--- config.mk ---
export PLATFORM = sky130hd
export DESIGN_NAME = return_and_rotate_left_exec
export DESIGN_NICKNAME = d
export VERILOG_FILES = /design/src/exec_pkg.sv /design/src/dec_if.sv /design/src/return_and_rotate_left_exec.sv /design/src/op_decoder.sv
export SDC_FILE = /design/constraint.sdc
export NUM_CORES = 1
export LEC_CHECK = 0
export ABC_AREA = 1
export ABC_CLOCK_PERIOD_IN_PS = 2100
export BUFFER_PORTS_ARGS = -buffer_cell sky130_fd_sc_hd__buf_2
export CAP_MARGIN = 40
export CORE_MARGIN = 4
export CORE_UTILIZATION = 45
export DETAILED_ROUTE_END_ITERATION = 8
export PLACE_DENSITY_LB_ADDON = 0.12
export SLEW_MARGIN = 10
export SYNTH_ARGS = -nofsm -noshare
export SYNTH_HDL_FRONTEND = slang
export SYNTH_SLANG_ARGS = --single-unit
--- constraint.sdc ---
create_clock -name sys_clk -period 2.1 [get_ports sys_clk]
set_clock_uncertainty 0.2 [all_clocks]
set_input_delay 0.105 -clock sys_clk [delete_from_list [all_inputs] [get_ports sys_clk]]
set_output_delay 0.105 -clock sys_clk [all_outputs]
set_load 0.1 [all_outputs]
--- src/exec_pkg.sv ---
package exec_pkg;

  // ---------------------------------------------------------------
  // opcode layout
  // ---------------------------------------------------------------
  localparam int OPC_W    = 14;
  localparam int DATA_W   = 8;
  localparam int FADDR_W  = 7;
  localparam int PC_W     = 13;
  localparam int DEST_BIT = 7;

  localparam logic [3:0]  RETLIT_TOP   = 4'hd;          // 11 01xx
  localparam logic [13:0] RETSUB_CODE  = 14'h0008;      // 00 0000 0000 1000
  localparam logic [5:0]  ROTL_TOP     = 6'h0d;         // 00 1101

  // ---------------------------------------------------------------
  // timing in instruction cycles
  // ---------------------------------------------------------------
  localparam int RET_CYCLES  = 2;
  localparam int ROTL_CYCLES = 1;

  typedef enum logic [1:0] {
    OP_NONE,
    OP_RETLIT,
    OP_RETSUB,
    OP_ROTL
  } op_kind_t;

  // classify an opcode; used by the decoder only
  function automatic op_kind_t classify(input logic [OPC_W-1:0] opc);
    if (opc[13:10] == RETLIT_TOP)
      classify = OP_RETLIT;
    else if (opc == RETSUB_CODE)
      classify = OP_RETSUB;
    else if (opc[13:8] == ROTL_TOP)
      classify = OP_ROTL;
    else
      classify = OP_NONE;
  endfunction

endpackage

--- src/dec_if.sv ---
`timescale 1ns/1ns
// carries decoded fields from decoder to executor
interface dec_if;
  import exec_pkg::*;
  op_kind_t           kind;
  logic [DATA_W-1:0]  literal;
  logic               toFile;
  logic [FADDR_W-1:0] fileAddr;
  modport dec (output kind, output literal, output toFile, output fileAddr);
  modport exe (input kind, input literal, input toFile, input fileAddr);
endinterface

--- src/return_and_rotate_left_exec.sv ---
`timescale 1ns/1ns
module return_and_rotate_left_exec
  import exec_pkg::*;
(
  input  wire logic              sys_clk,
  input  wire logic              rst_n,
  input  wire logic              opValid,
  input  wire logic [OPC_W-1:0]  opcode,
  input  wire logic [PC_W-1:0]   stack_top_entry,
  input  wire logic [DATA_W-1:0] fileRdData,
  input  wire logic              carryIn,
  output logic                   opReady,
  output logic                   stackPop,
  output logic                   pcLoad,
  output logic [PC_W-1:0]        pcValue,
  output logic                   wregWrite,
  output logic [DATA_W-1:0]      wregValue,
  output logic                   fileWrite,
  output logic [FADDR_W-1:0]     fileWrAddr,
  output logic [DATA_W-1:0]      fileWrData,
  output logic                   carryWrite,
  output logic                   carryValue,
  output logic                   opDone
);

  // ---------------------------------------------------------------
  // decode
  // ---------------------------------------------------------------
  dec_if dcd ();

  op_decoder i_op_decoder (
    .opcode (opcode),
    .dec    (dcd.dec)
  );

  // ---------------------------------------------------------------
  // rotate datapath
  // ---------------------------------------------------------------
  // the core presents the addressed register on fileRdData in the
  // accept cycle; no read port here, so a rotate needs no extra cycle
  logic [DATA_W-1:0] rotated;
  logic              rotCarry;

  always_comb begin
    rotated  = {fileRdData[DATA_W-2:0], carryIn};
    rotCarry = fileRdData[DATA_W-1];
  end

  // ---------------------------------------------------------------
  // acceptance
  // ---------------------------------------------------------------
  typedef enum logic {ST_IDLE, ST_SECOND} state_t;

  state_t   state_q, state_d;
  logic     ready_q, ready_d;
  logic     done_q,  done_d;
  op_kind_t takeKind;

  // one take decision feeds every group below, so they cannot
  // disagree about whether this cycle's opcode was accepted
  always_comb begin
    takeKind = OP_NONE;
    if (opValid && ready_q && state_q == ST_IDLE)
      takeKind = dcd.kind;
  end

  // ---------------------------------------------------------------
  // sequencing
  // ---------------------------------------------------------------
  // a return refuses only the next edge, so the take of a return and
  // that of its successor sit two edges apart
  always_comb begin
    state_d = state_q;
    ready_d = 1'b1;
    done_d  = 1'b0;
    unique case (state_q)
      ST_IDLE: begin
        unique case (takeKind)
          OP_RETLIT, OP_RETSUB: begin
            ready_d = 1'b0;
            state_d = ST_SECOND;
          end
          OP_ROTL: begin
            done_d = 1'b1;
          end
          OP_NONE: begin
            // other opcodes belong to other units
          end
        endcase
      end
      ST_SECOND: begin
        done_d  = 1'b1;
        state_d = ST_IDLE;
      end
    endcase
  end

  always_ff @(posedge sys_clk) begin
    if (!rst_n) begin
      state_q <= ST_IDLE;
      ready_q <= 1'b0;
      done_q  <= 1'b0;
    end else begin
      state_q <= state_d;
      ready_q <= ready_d;
      done_q  <= done_d;
    end
  end

  // ---------------------------------------------------------------
  // return: pop and program counter
  // ---------------------------------------------------------------
  logic            pop_q,  pop_d;
  logic            pcLd_q, pcLd_d;
  logic [PC_W-1:0] pc_q,   pc_d;

  // the entry is captured at accept, since the stack moves on the pop
  always_comb begin
    pop_d  = 1'b0;
    pcLd_d = 1'b0;
    pc_d   = pc_q;
    if (takeKind == OP_RETLIT || takeKind == OP_RETSUB) begin
      pop_d  = 1'b1;
      pcLd_d = 1'b1;
      pc_d   = stack_top_entry;
    end
  end

  always_ff @(posedge sys_clk) begin
    if (!rst_n) begin
      pop_q  <= 1'b0;
      pcLd_q <= 1'b0;
      pc_q   <= '0;
    end else begin
      pop_q  <= pop_d;
      pcLd_q <= pcLd_d;
      pc_q   <= pc_d;
    end
  end

  // ---------------------------------------------------------------
  // write-back: working register, file register, carry
  // ---------------------------------------------------------------
  logic               wW_q, wW_d;
  logic [DATA_W-1:0]  wV_q, wV_d;
  logic               fW_q, fW_d;
  logic [FADDR_W-1:0] fA_q, fA_d;
  logic [DATA_W-1:0]  fD_q, fD_d;
  logic               cW_q, cW_d;
  logic               cV_q, cV_d;

  // values hold between writes; only the strobes fall back to zero
  always_comb begin
    wW_d = 1'b0;
    wV_d = wV_q;
    fW_d = 1'b0;
    fA_d = fA_q;
    fD_d = fD_q;
    cW_d = 1'b0;
    cV_d = cV_q;
    unique case (takeKind)
      OP_RETLIT: begin
        wW_d = 1'b1;
        wV_d = dcd.literal;
      end
      OP_ROTL: begin
        cW_d = 1'b1;
        cV_d = rotCarry;
        if (dcd.toFile) begin
          fW_d = 1'b1;
          fA_d = dcd.fileAddr;
          fD_d = rotated;
        end else begin
          wW_d = 1'b1;
          wV_d = rotated;
        end
      end
      OP_RETSUB, OP_NONE: begin
        // no write-back; a plain return leaves every flag
      end
    endcase
  end

  always_ff @(posedge sys_clk) begin
    if (!rst_n) begin
      wW_q <= 1'b0;
      wV_q <= '0;
      fW_q <= 1'b0;
      fA_q <= '0;
      fD_q <= '0;
      cW_q <= 1'b0;
      cV_q <= 1'b0;
    end else begin
      wW_q <= wW_d;
      wV_q <= wV_d;
      fW_q <= fW_d;
      fA_q <= fA_d;
      fD_q <= fD_d;
      cW_q <= cW_d;
      cV_q <= cV_d;
    end
  end

  // ---------------------------------------------------------------
  // outputs
  // ---------------------------------------------------------------
  // outputs come straight from flops; status bits other than carry
  // are never touched here
  always_comb begin
    opReady    = ready_q;
    stackPop   = pop_q;
    pcLoad     = pcLd_q;
    pcValue    = pc_q;
    wregWrite  = wW_q;
    wregValue  = wV_q;
    fileWrite  = fW_q;
    fileWrAddr = fA_q;
    fileWrData = fD_q;
    carryWrite = cW_q;
    carryValue = cV_q;
    opDone     = done_q;
  end

endmodule // return_and_rotate_left_exec

--- src/op_decoder.sv ---
`timescale 1ns/1ns
module op_decoder
  import exec_pkg::*;
(
  input  wire logic [OPC_W-1:0] opcode,
  dec_if.dec                    dec
);

  // ---------------------------------------------------------------
  // field split, purely combinational
  // ---------------------------------------------------------------
  always_comb begin
    dec.kind     = classify(opcode);
    dec.literal  = opcode[DATA_W-1:0];
    dec.toFile   = opcode[DEST_BIT];
    dec.fileAddr = opcode[FADDR_W-1:0];
  end

endmodule // op_decoder

# Yosys cells after proc, flatten, opt, wreduce, memory -nomap -nowiden
# Cells that the tools add are included.
dict set report classes {
  order_cmp 0
  addsub 0
  eq_ne 7
  bitwise_logic 1
  n_mux 16
  reduce_logical 8
  div 0
  shifts 0
  n_mul 0
}
# cell n
set op_table {}
lappend op_table {{$pmux W8 S2} 1}
lappend op_table {{$eq A14 B4 Y1 const B} 1}
lappend op_table {{$mux W2} 4}
lappend op_table {{$mux W8} 1}
lappend op_table {{$mux W1} 7}
lappend op_table {{$eq A6 B4 Y1 const B} 1}
lappend op_table {{$pmux W1 S2} 3}
lappend op_table {{$reduce_and A2 Y1} 3}
lappend op_table {{$eq A2 B2 Y1 const B} 2}
lappend op_table {{$eq A4 B4 Y1 const B} 1}
lappend op_table {{$eq A2 B1 Y1 const B} 1}
lappend op_table {{$logic_and A1 B1 Y1} 2}
lappend op_table {{$ne A2 B2 Y1 const B} 1}
lappend op_table {{$reduce_bool A2 Y1} 1}
lappend op_table {{$reduce_or A2 Y1} 1}
lappend op_table {{$logic_or A1 B1 Y1} 1}
lappend op_table {{$not A1 Y1} 1}
dict set report word_totals {
  regBits 44
  mem_count 0
  elab_cells 44
  romBits 0
  mem_bits_rw 0
  output_inout_bits 44
  inputBits 39
  latch_bits 0
}

# Depth between registers and ports, before layout
dict set report logic_depth {
  depth_word 9
  ltp_mapped 13
  ltp_nobuf 12
}

# By module
# From an unflattened synthesis, not the netlist that was laid out.
dict set report hier_totals {
  cells_unflattened 270
  hier_area_um2 1914.3
}
# mod instances cells_per_inst area_per_inst_um2
set by_module_without_submodules {}
lappend by_module_without_submodules {return_and_rotate_left_exec 1 232 1701.6}
lappend by_module_without_submodules {op_decoder 1 38 212.7}

# Worst setup path before layout
# Ideal clock, no wire load.
dict set report synth_timing {
  kind {reg-to-reg}
  start {register ready_q (netlist: opReady)}
  end {register pc_q[12] (netlist: pcValue[12])}
  n_path_buf 1
  required_ns 1.835
  arrival_ns 2.122
  slack_ns -0.287
  stages_incl_launch_ff 11
  path_cell_list {dfxtp_1 > nand2_1 > nor2_1 > nand2_1 > inv_1 > nand2_1 > ha_1 > inv_1 > buf_2 > nor2_1 > nor2_1}
}
dict set report synth_via {
  elab_chain_cells 5
  elab_cells_between_ends 6
  cone_classes {eq/ne: 2; mux: 1; reduce/logical: 3}
}
# element line
set synth_rtl {}
lappend synth_rtl {{from (decl)} return_and_rotate_left_exec.sv:55} ;# logic ready_q, ready_d;
lappend synth_rtl {{from (signal assigned)} return_and_rotate_left_exec.sv:105} ;# ready_q <= ready_d;
lappend synth_rtl {{$logic_and A1 B1 Y1 (*) (2 in a row)} return_and_rotate_left_exec.sv:63} ;# if (opValid && ready_q && state_q == ST_IDLE)
lappend synth_rtl {{$mux W2 (*)} return_and_rotate_left_exec.sv:63}
lappend synth_rtl {{$eq A2 B1 Y1 / $eq A2 B2 Y1 (equally long branches)} return_and_rotate_left_exec.sv:122} ;# if (takeKind == OP_RETLIT || takeKind == OP_RETSUB) begin
lappend synth_rtl {{$logic_or A1 B1 Y1 (*)} return_and_rotate_left_exec.sv:122}
lappend synth_rtl {{to (signal assigned)} return_and_rotate_left_exec.sv:137} ;# pc_q <= pc_d;
lappend synth_rtl {{to (decl)} return_and_rotate_left_exec.sv:115} ;# logic [PC_W-1:0] pc_q, pc_d;
# Every way passes the cells marked *; elsewhere a longest branch is shown, timed or not.
# A chain may end at the register's enable or synchronous reset.

# Final worst setup path
dict set report layout_timing {
  start {input opcode[1]}
  end {register wV_q[5] (netlist: wregValue[5])}
}
dict set report layout_via {
  elab_chain_cells 7
  elab_cells_between_ends 10
  cone_classes {eq/ne: 4; mux: 4; reduce/logical: 2}
}
# element line
set layout_rtl {}
lappend layout_rtl {{from (decl)} return_and_rotate_left_exec.sv:8} ;# input wire logic [OPC_W-1:0] opcode,
lappend layout_rtl {{$eq A14 B4 Y1 (*)} exec_pkg.sv:33} ;# else if (opc == RETSUB_CODE)
lappend layout_rtl {{$mux W2 (*)} exec_pkg.sv:33}
lappend layout_rtl {{$mux W2 (*)} exec_pkg.sv:31} ;# if (opc[13:10] == RETLIT_TOP)
lappend layout_rtl {{$mux W2 (*)} return_and_rotate_left_exec.sv:63}
lappend layout_rtl {{$eq A2 B2 Y1 / $eq A2 B1 Y1 (equally long branches)} return_and_rotate_left_exec.sv:161} ;# unique case (takeKind)
lappend layout_rtl {{$ne A2 B2 Y1 (no line) / $reduce_bool A2 Y1 (equally long branches)} --}
lappend layout_rtl {{$reduce_and A2 Y1 (no line)} --}
lappend layout_rtl {{to (signal assigned)} return_and_rotate_left_exec.sv:195} ;# wV_q <= wV_d;
lappend layout_rtl {{to (decl)} return_and_rotate_left_exec.sv:145} ;# logic [DATA_W-1:0] wV_q, wV_d;
# Marks and branches as above.

==> run summary <==
Counting instances, the worst hold path has a depth of 5. The clock slew seen by the registers of the worst setup and hold paths is 0.08 ns. The startpoint kind of the worst setup timing path was an input pin. The run gives 274 as the number of nets in the synthesized netlist. The average routed wire per standard cell was 12.29 um; the maximum number of pins on one net before global-route repair was 39. The placed instance count came out at 354. The number of CTS-inserted buffers was 5; the H-tree depth was 2. In the routed design, unresolved DRC markers number 0. Before CTS, the worst setup slack after placement is 0.1828 ns. Tracing the worst setup path back leads to its startpoint at opcode[1]. The tools report the final-report hold violation count as 0.

The worst pin sits at a relative slew slack of 62.62%. The initial antenna violation count is 0, and the total number of vias is 1813. The initial core utilization was 47.54%.

The cell area that synthesis handed to floorplanning was 1767 um^2. The clock passes through at most 2 buffers. The worst endpoint data arrival time was 2.02 ns; the count of buffers from port buffering was 82. Average cell area after synthesis: 7.582 um^2. The worst path meets setup with 0.1073 ns of slack. The overflow left after global routing was 0. Once detailed placement completed, the half-perimeter wirelength came to 3.171 mm.

In this run, synthesis produced a sequential element count of 44. The run gives 0 as the number of max-slew violations in the final report. The detailed-router iteration count before antenna repair is 6. The die extent in x came out at 70.66 um. The dominant synthesized flop cell was dfxtp_1. Counting instances in the post-synthesis netlist gives the leading cell types as nor2_1 (70), dfxtp_1 (44), o21ai_0 (33). The count of max-cap constraint violations was 0; the register area share after synthesis was 49.86%. The count of nets left with antenna violations once routing finished came out at 0.

CTS placed an instance of clkbuf_8 at the clock tree root. For this block, the initial DRC count from the detailed router was 99. The final setup TNS came out at 0 ns. The tools report the data required time of the worst path as 2.13 ns.

The number of enable-type register cells in the synthesized netlist is 0, and the global-route wire length before repair is 7.569 mm. The post-route netlist has 31.50% of its cells at a drive strength greater than 1. The worst-case IR drop observed on VDD is 482.4 uV. Dividing total power by cell area gives a power density of 584.7 nW/um^2. Total power for the finished layout comes to 1.559 mW. The tools report the overall routed net length as 4.844 mm.

The logs give 0 for the number of endpoints failing setup at the final stage and 4992 um^2 for the overall die area. The final period demand of the worst path is 1.993 ns. In this run the critical register-to-register path is launched from state_q$_SDFF_PP0_. The via count of the first global-routing pass is 1672, and the number of sinks driven by the clock tree is 44. After layout, the worst path uses 94.89% of the clock period. During synthesis, Yosys emitted a total of 0 warnings. The classification of the worst-slack hold path is input pin to flip-flop. The number of standard cells in the final layout excluding fillers came out at 394. The synthesized netlist contains 27 unique library cells. 83 I/O pins were placed.

Global routing used 18.87% of the available tracks. The top cell type's share of synthesized area was 49.86%; the final estimated routing congestion in global placement was 0.7707. At the end of the flow, the number of nets in the layout was 387. For this run, asynchronously set or reset flops after synthesis account for 0%.

Along the worst path, the maximum fanout reaches 8. From synthesis to final layout, the design area changed by 50.92%. Yosys attributes the largest share of cell area to dfxtp_1 (50%), nor2_1 (15%), o21ai_0 (9.3%). The clock reaches the later pin of the worst-skew pair after 0.28 ns. The synthesized design spends more area on one cell type than any other, namely dfxtp_1. In the routed layout, each cell is associated on average with a via count of 4.602. TritonCTS built the clock tree. In this run the static leakage power is 1.275 nW. The run finished with clean final reports. The top achievable clock speed is 501.8 MHz, and the height of the die is 70.66 um. The floorplan row count is 22. The tools report the synthesized netlist cell count as 233.

Number of cells traversed by the worst register-to-register path: 9. The nature of the critical path endpoint is a flip-flop. In this run the standard cell core region covers 3716 um^2.

The worst hold path begins at opcode[4]. At the pin with the least slew margin, the transition time is 0.5607 ns. The diode insertion count for antenna repair was 0. The setup path with the least slack is of type input pin to flip-flop. nor2_1 is the most common cell in the netlist.
report_power, final:
group	switching [mW]	internal, mW
logic	0.136	0.0882
clock network	0.262	0.226
registers	0.00433	0.843
total	0.402	1.16
worst paths after layout:
path | end | slack (ns)
max | wregValue[5]$_SDFFE_PN0P_ | 0.11
min | wregValue[4]$_SDFFE_PN0P_ | 0.009
max reg2reg | wregValue[7]$_SDFFE_PN0P_ | 0.31
min reg2reg | state_q$_SDFF_PP0_ | 0.26
stage by stage:
step                area [um^2]  util (%)  hold slack (ns)
floorplan                  1768         -          0.03991
global placement           2166     58.28           0.1354
detailed placement         2166     58.28           0.1419
CTS                        2554     68.72         0.008362
global route               2666     71.75          0.05481
finish                     2666     71.75         0.009064
layer usage:
metal | GRT usage (%) | routed length [um] | vias to the layer above
met5 | 0 | 0 | -
met2 | 32.02 | 2370 | 52
met1 | 23.47 | 2110 | 792
li1 | - | - | 965
met4 | 7.516 | 61 | 0
met3 | 3.835 | 301 | 4
worst max-delay path: stages:
cell	delay, ns
dlygate4sd3_1	0.53
buf_2	0.12
inv_2	0.06
nand2_1	0.05
nor2_1	0.09
nand2_1	0.09
a21oi_2	0.20
ha_4	0.24
buf_8	0.15
o21ai_4	0.09
inv_4	0.11
nand2_2	0.06
a21oi_2	0.10
cells by family (layout without fill, tap and decap cells):
group,after synthesis,count (layout),share of synthesized area (%)
compound gates,52,52,15.94
flops,44,44,49.86
buf+inv,28,141,8.993
fa+ha+maj,2,2,1.416
simple gates,107,107,23.80
registers in the layout, indices dropped and copies added (netlist names):
| name | count |
|---|---|
| pcValue | 13 |
| fileWrData | 8 |
| wregValue | 8 |
| fileWrAddr | 7 |
| carryValue | 1 |
| carryWrite | 1 |
| fileWrite | 1 |
| opDone | 1 |
| opReady | 1 |
| pcLoad | 1 |
| state_q | 1 |
| wregWrite | 1 |
what timing repair did:
action                     in CTS  in global routing
setup endpoints to repair       0                 33
hold buffers                   31                  0
hold endpoints to repair       35                  0
buffers inserted                0                  2
gates resized for setup         0                 19
placed cells by master (no fill, tap or decap):
cell	count
nand2_2	1
nand2_8	1
clkinvlp_4	2
buf_6	1
o21ai_0	30
buf_2	80
nor2_2	3
inv_4	1
clkbuf_1	1
clkbuf_8	5
nand3_1	1
inv_1	12
buf_4	1
inv_8	1
buf_12	1
nand2_1	31
o21ai_4	1
nor2_1	67
dlygate4sd3_1	31
clkbuf_16	1
a21oi_1	8
a21oi_2	2
dfxtp_2	1
nand3b_1	1
o21ai_1	9
inv_2	2
clkinv_2	1
nor3_1	1
o21ai_2	1
nand4_1	1
a211oi_1	1
dfxtp_1	43
ha_4	2
buf_8	1
layout make-up:
class                      instances  area, um^2
timing repair inverter             1       7.507
multi-input combinational        161       772.0
timing repair buffer             116       789.5
tap                               48       60.06
fill                             322        1050
inverter                          17       77.57
sequential                        44       882.1
clock inverter                     1       5.005
clock buffer                       6       72.57
Power figures use the tool's default switching activity.
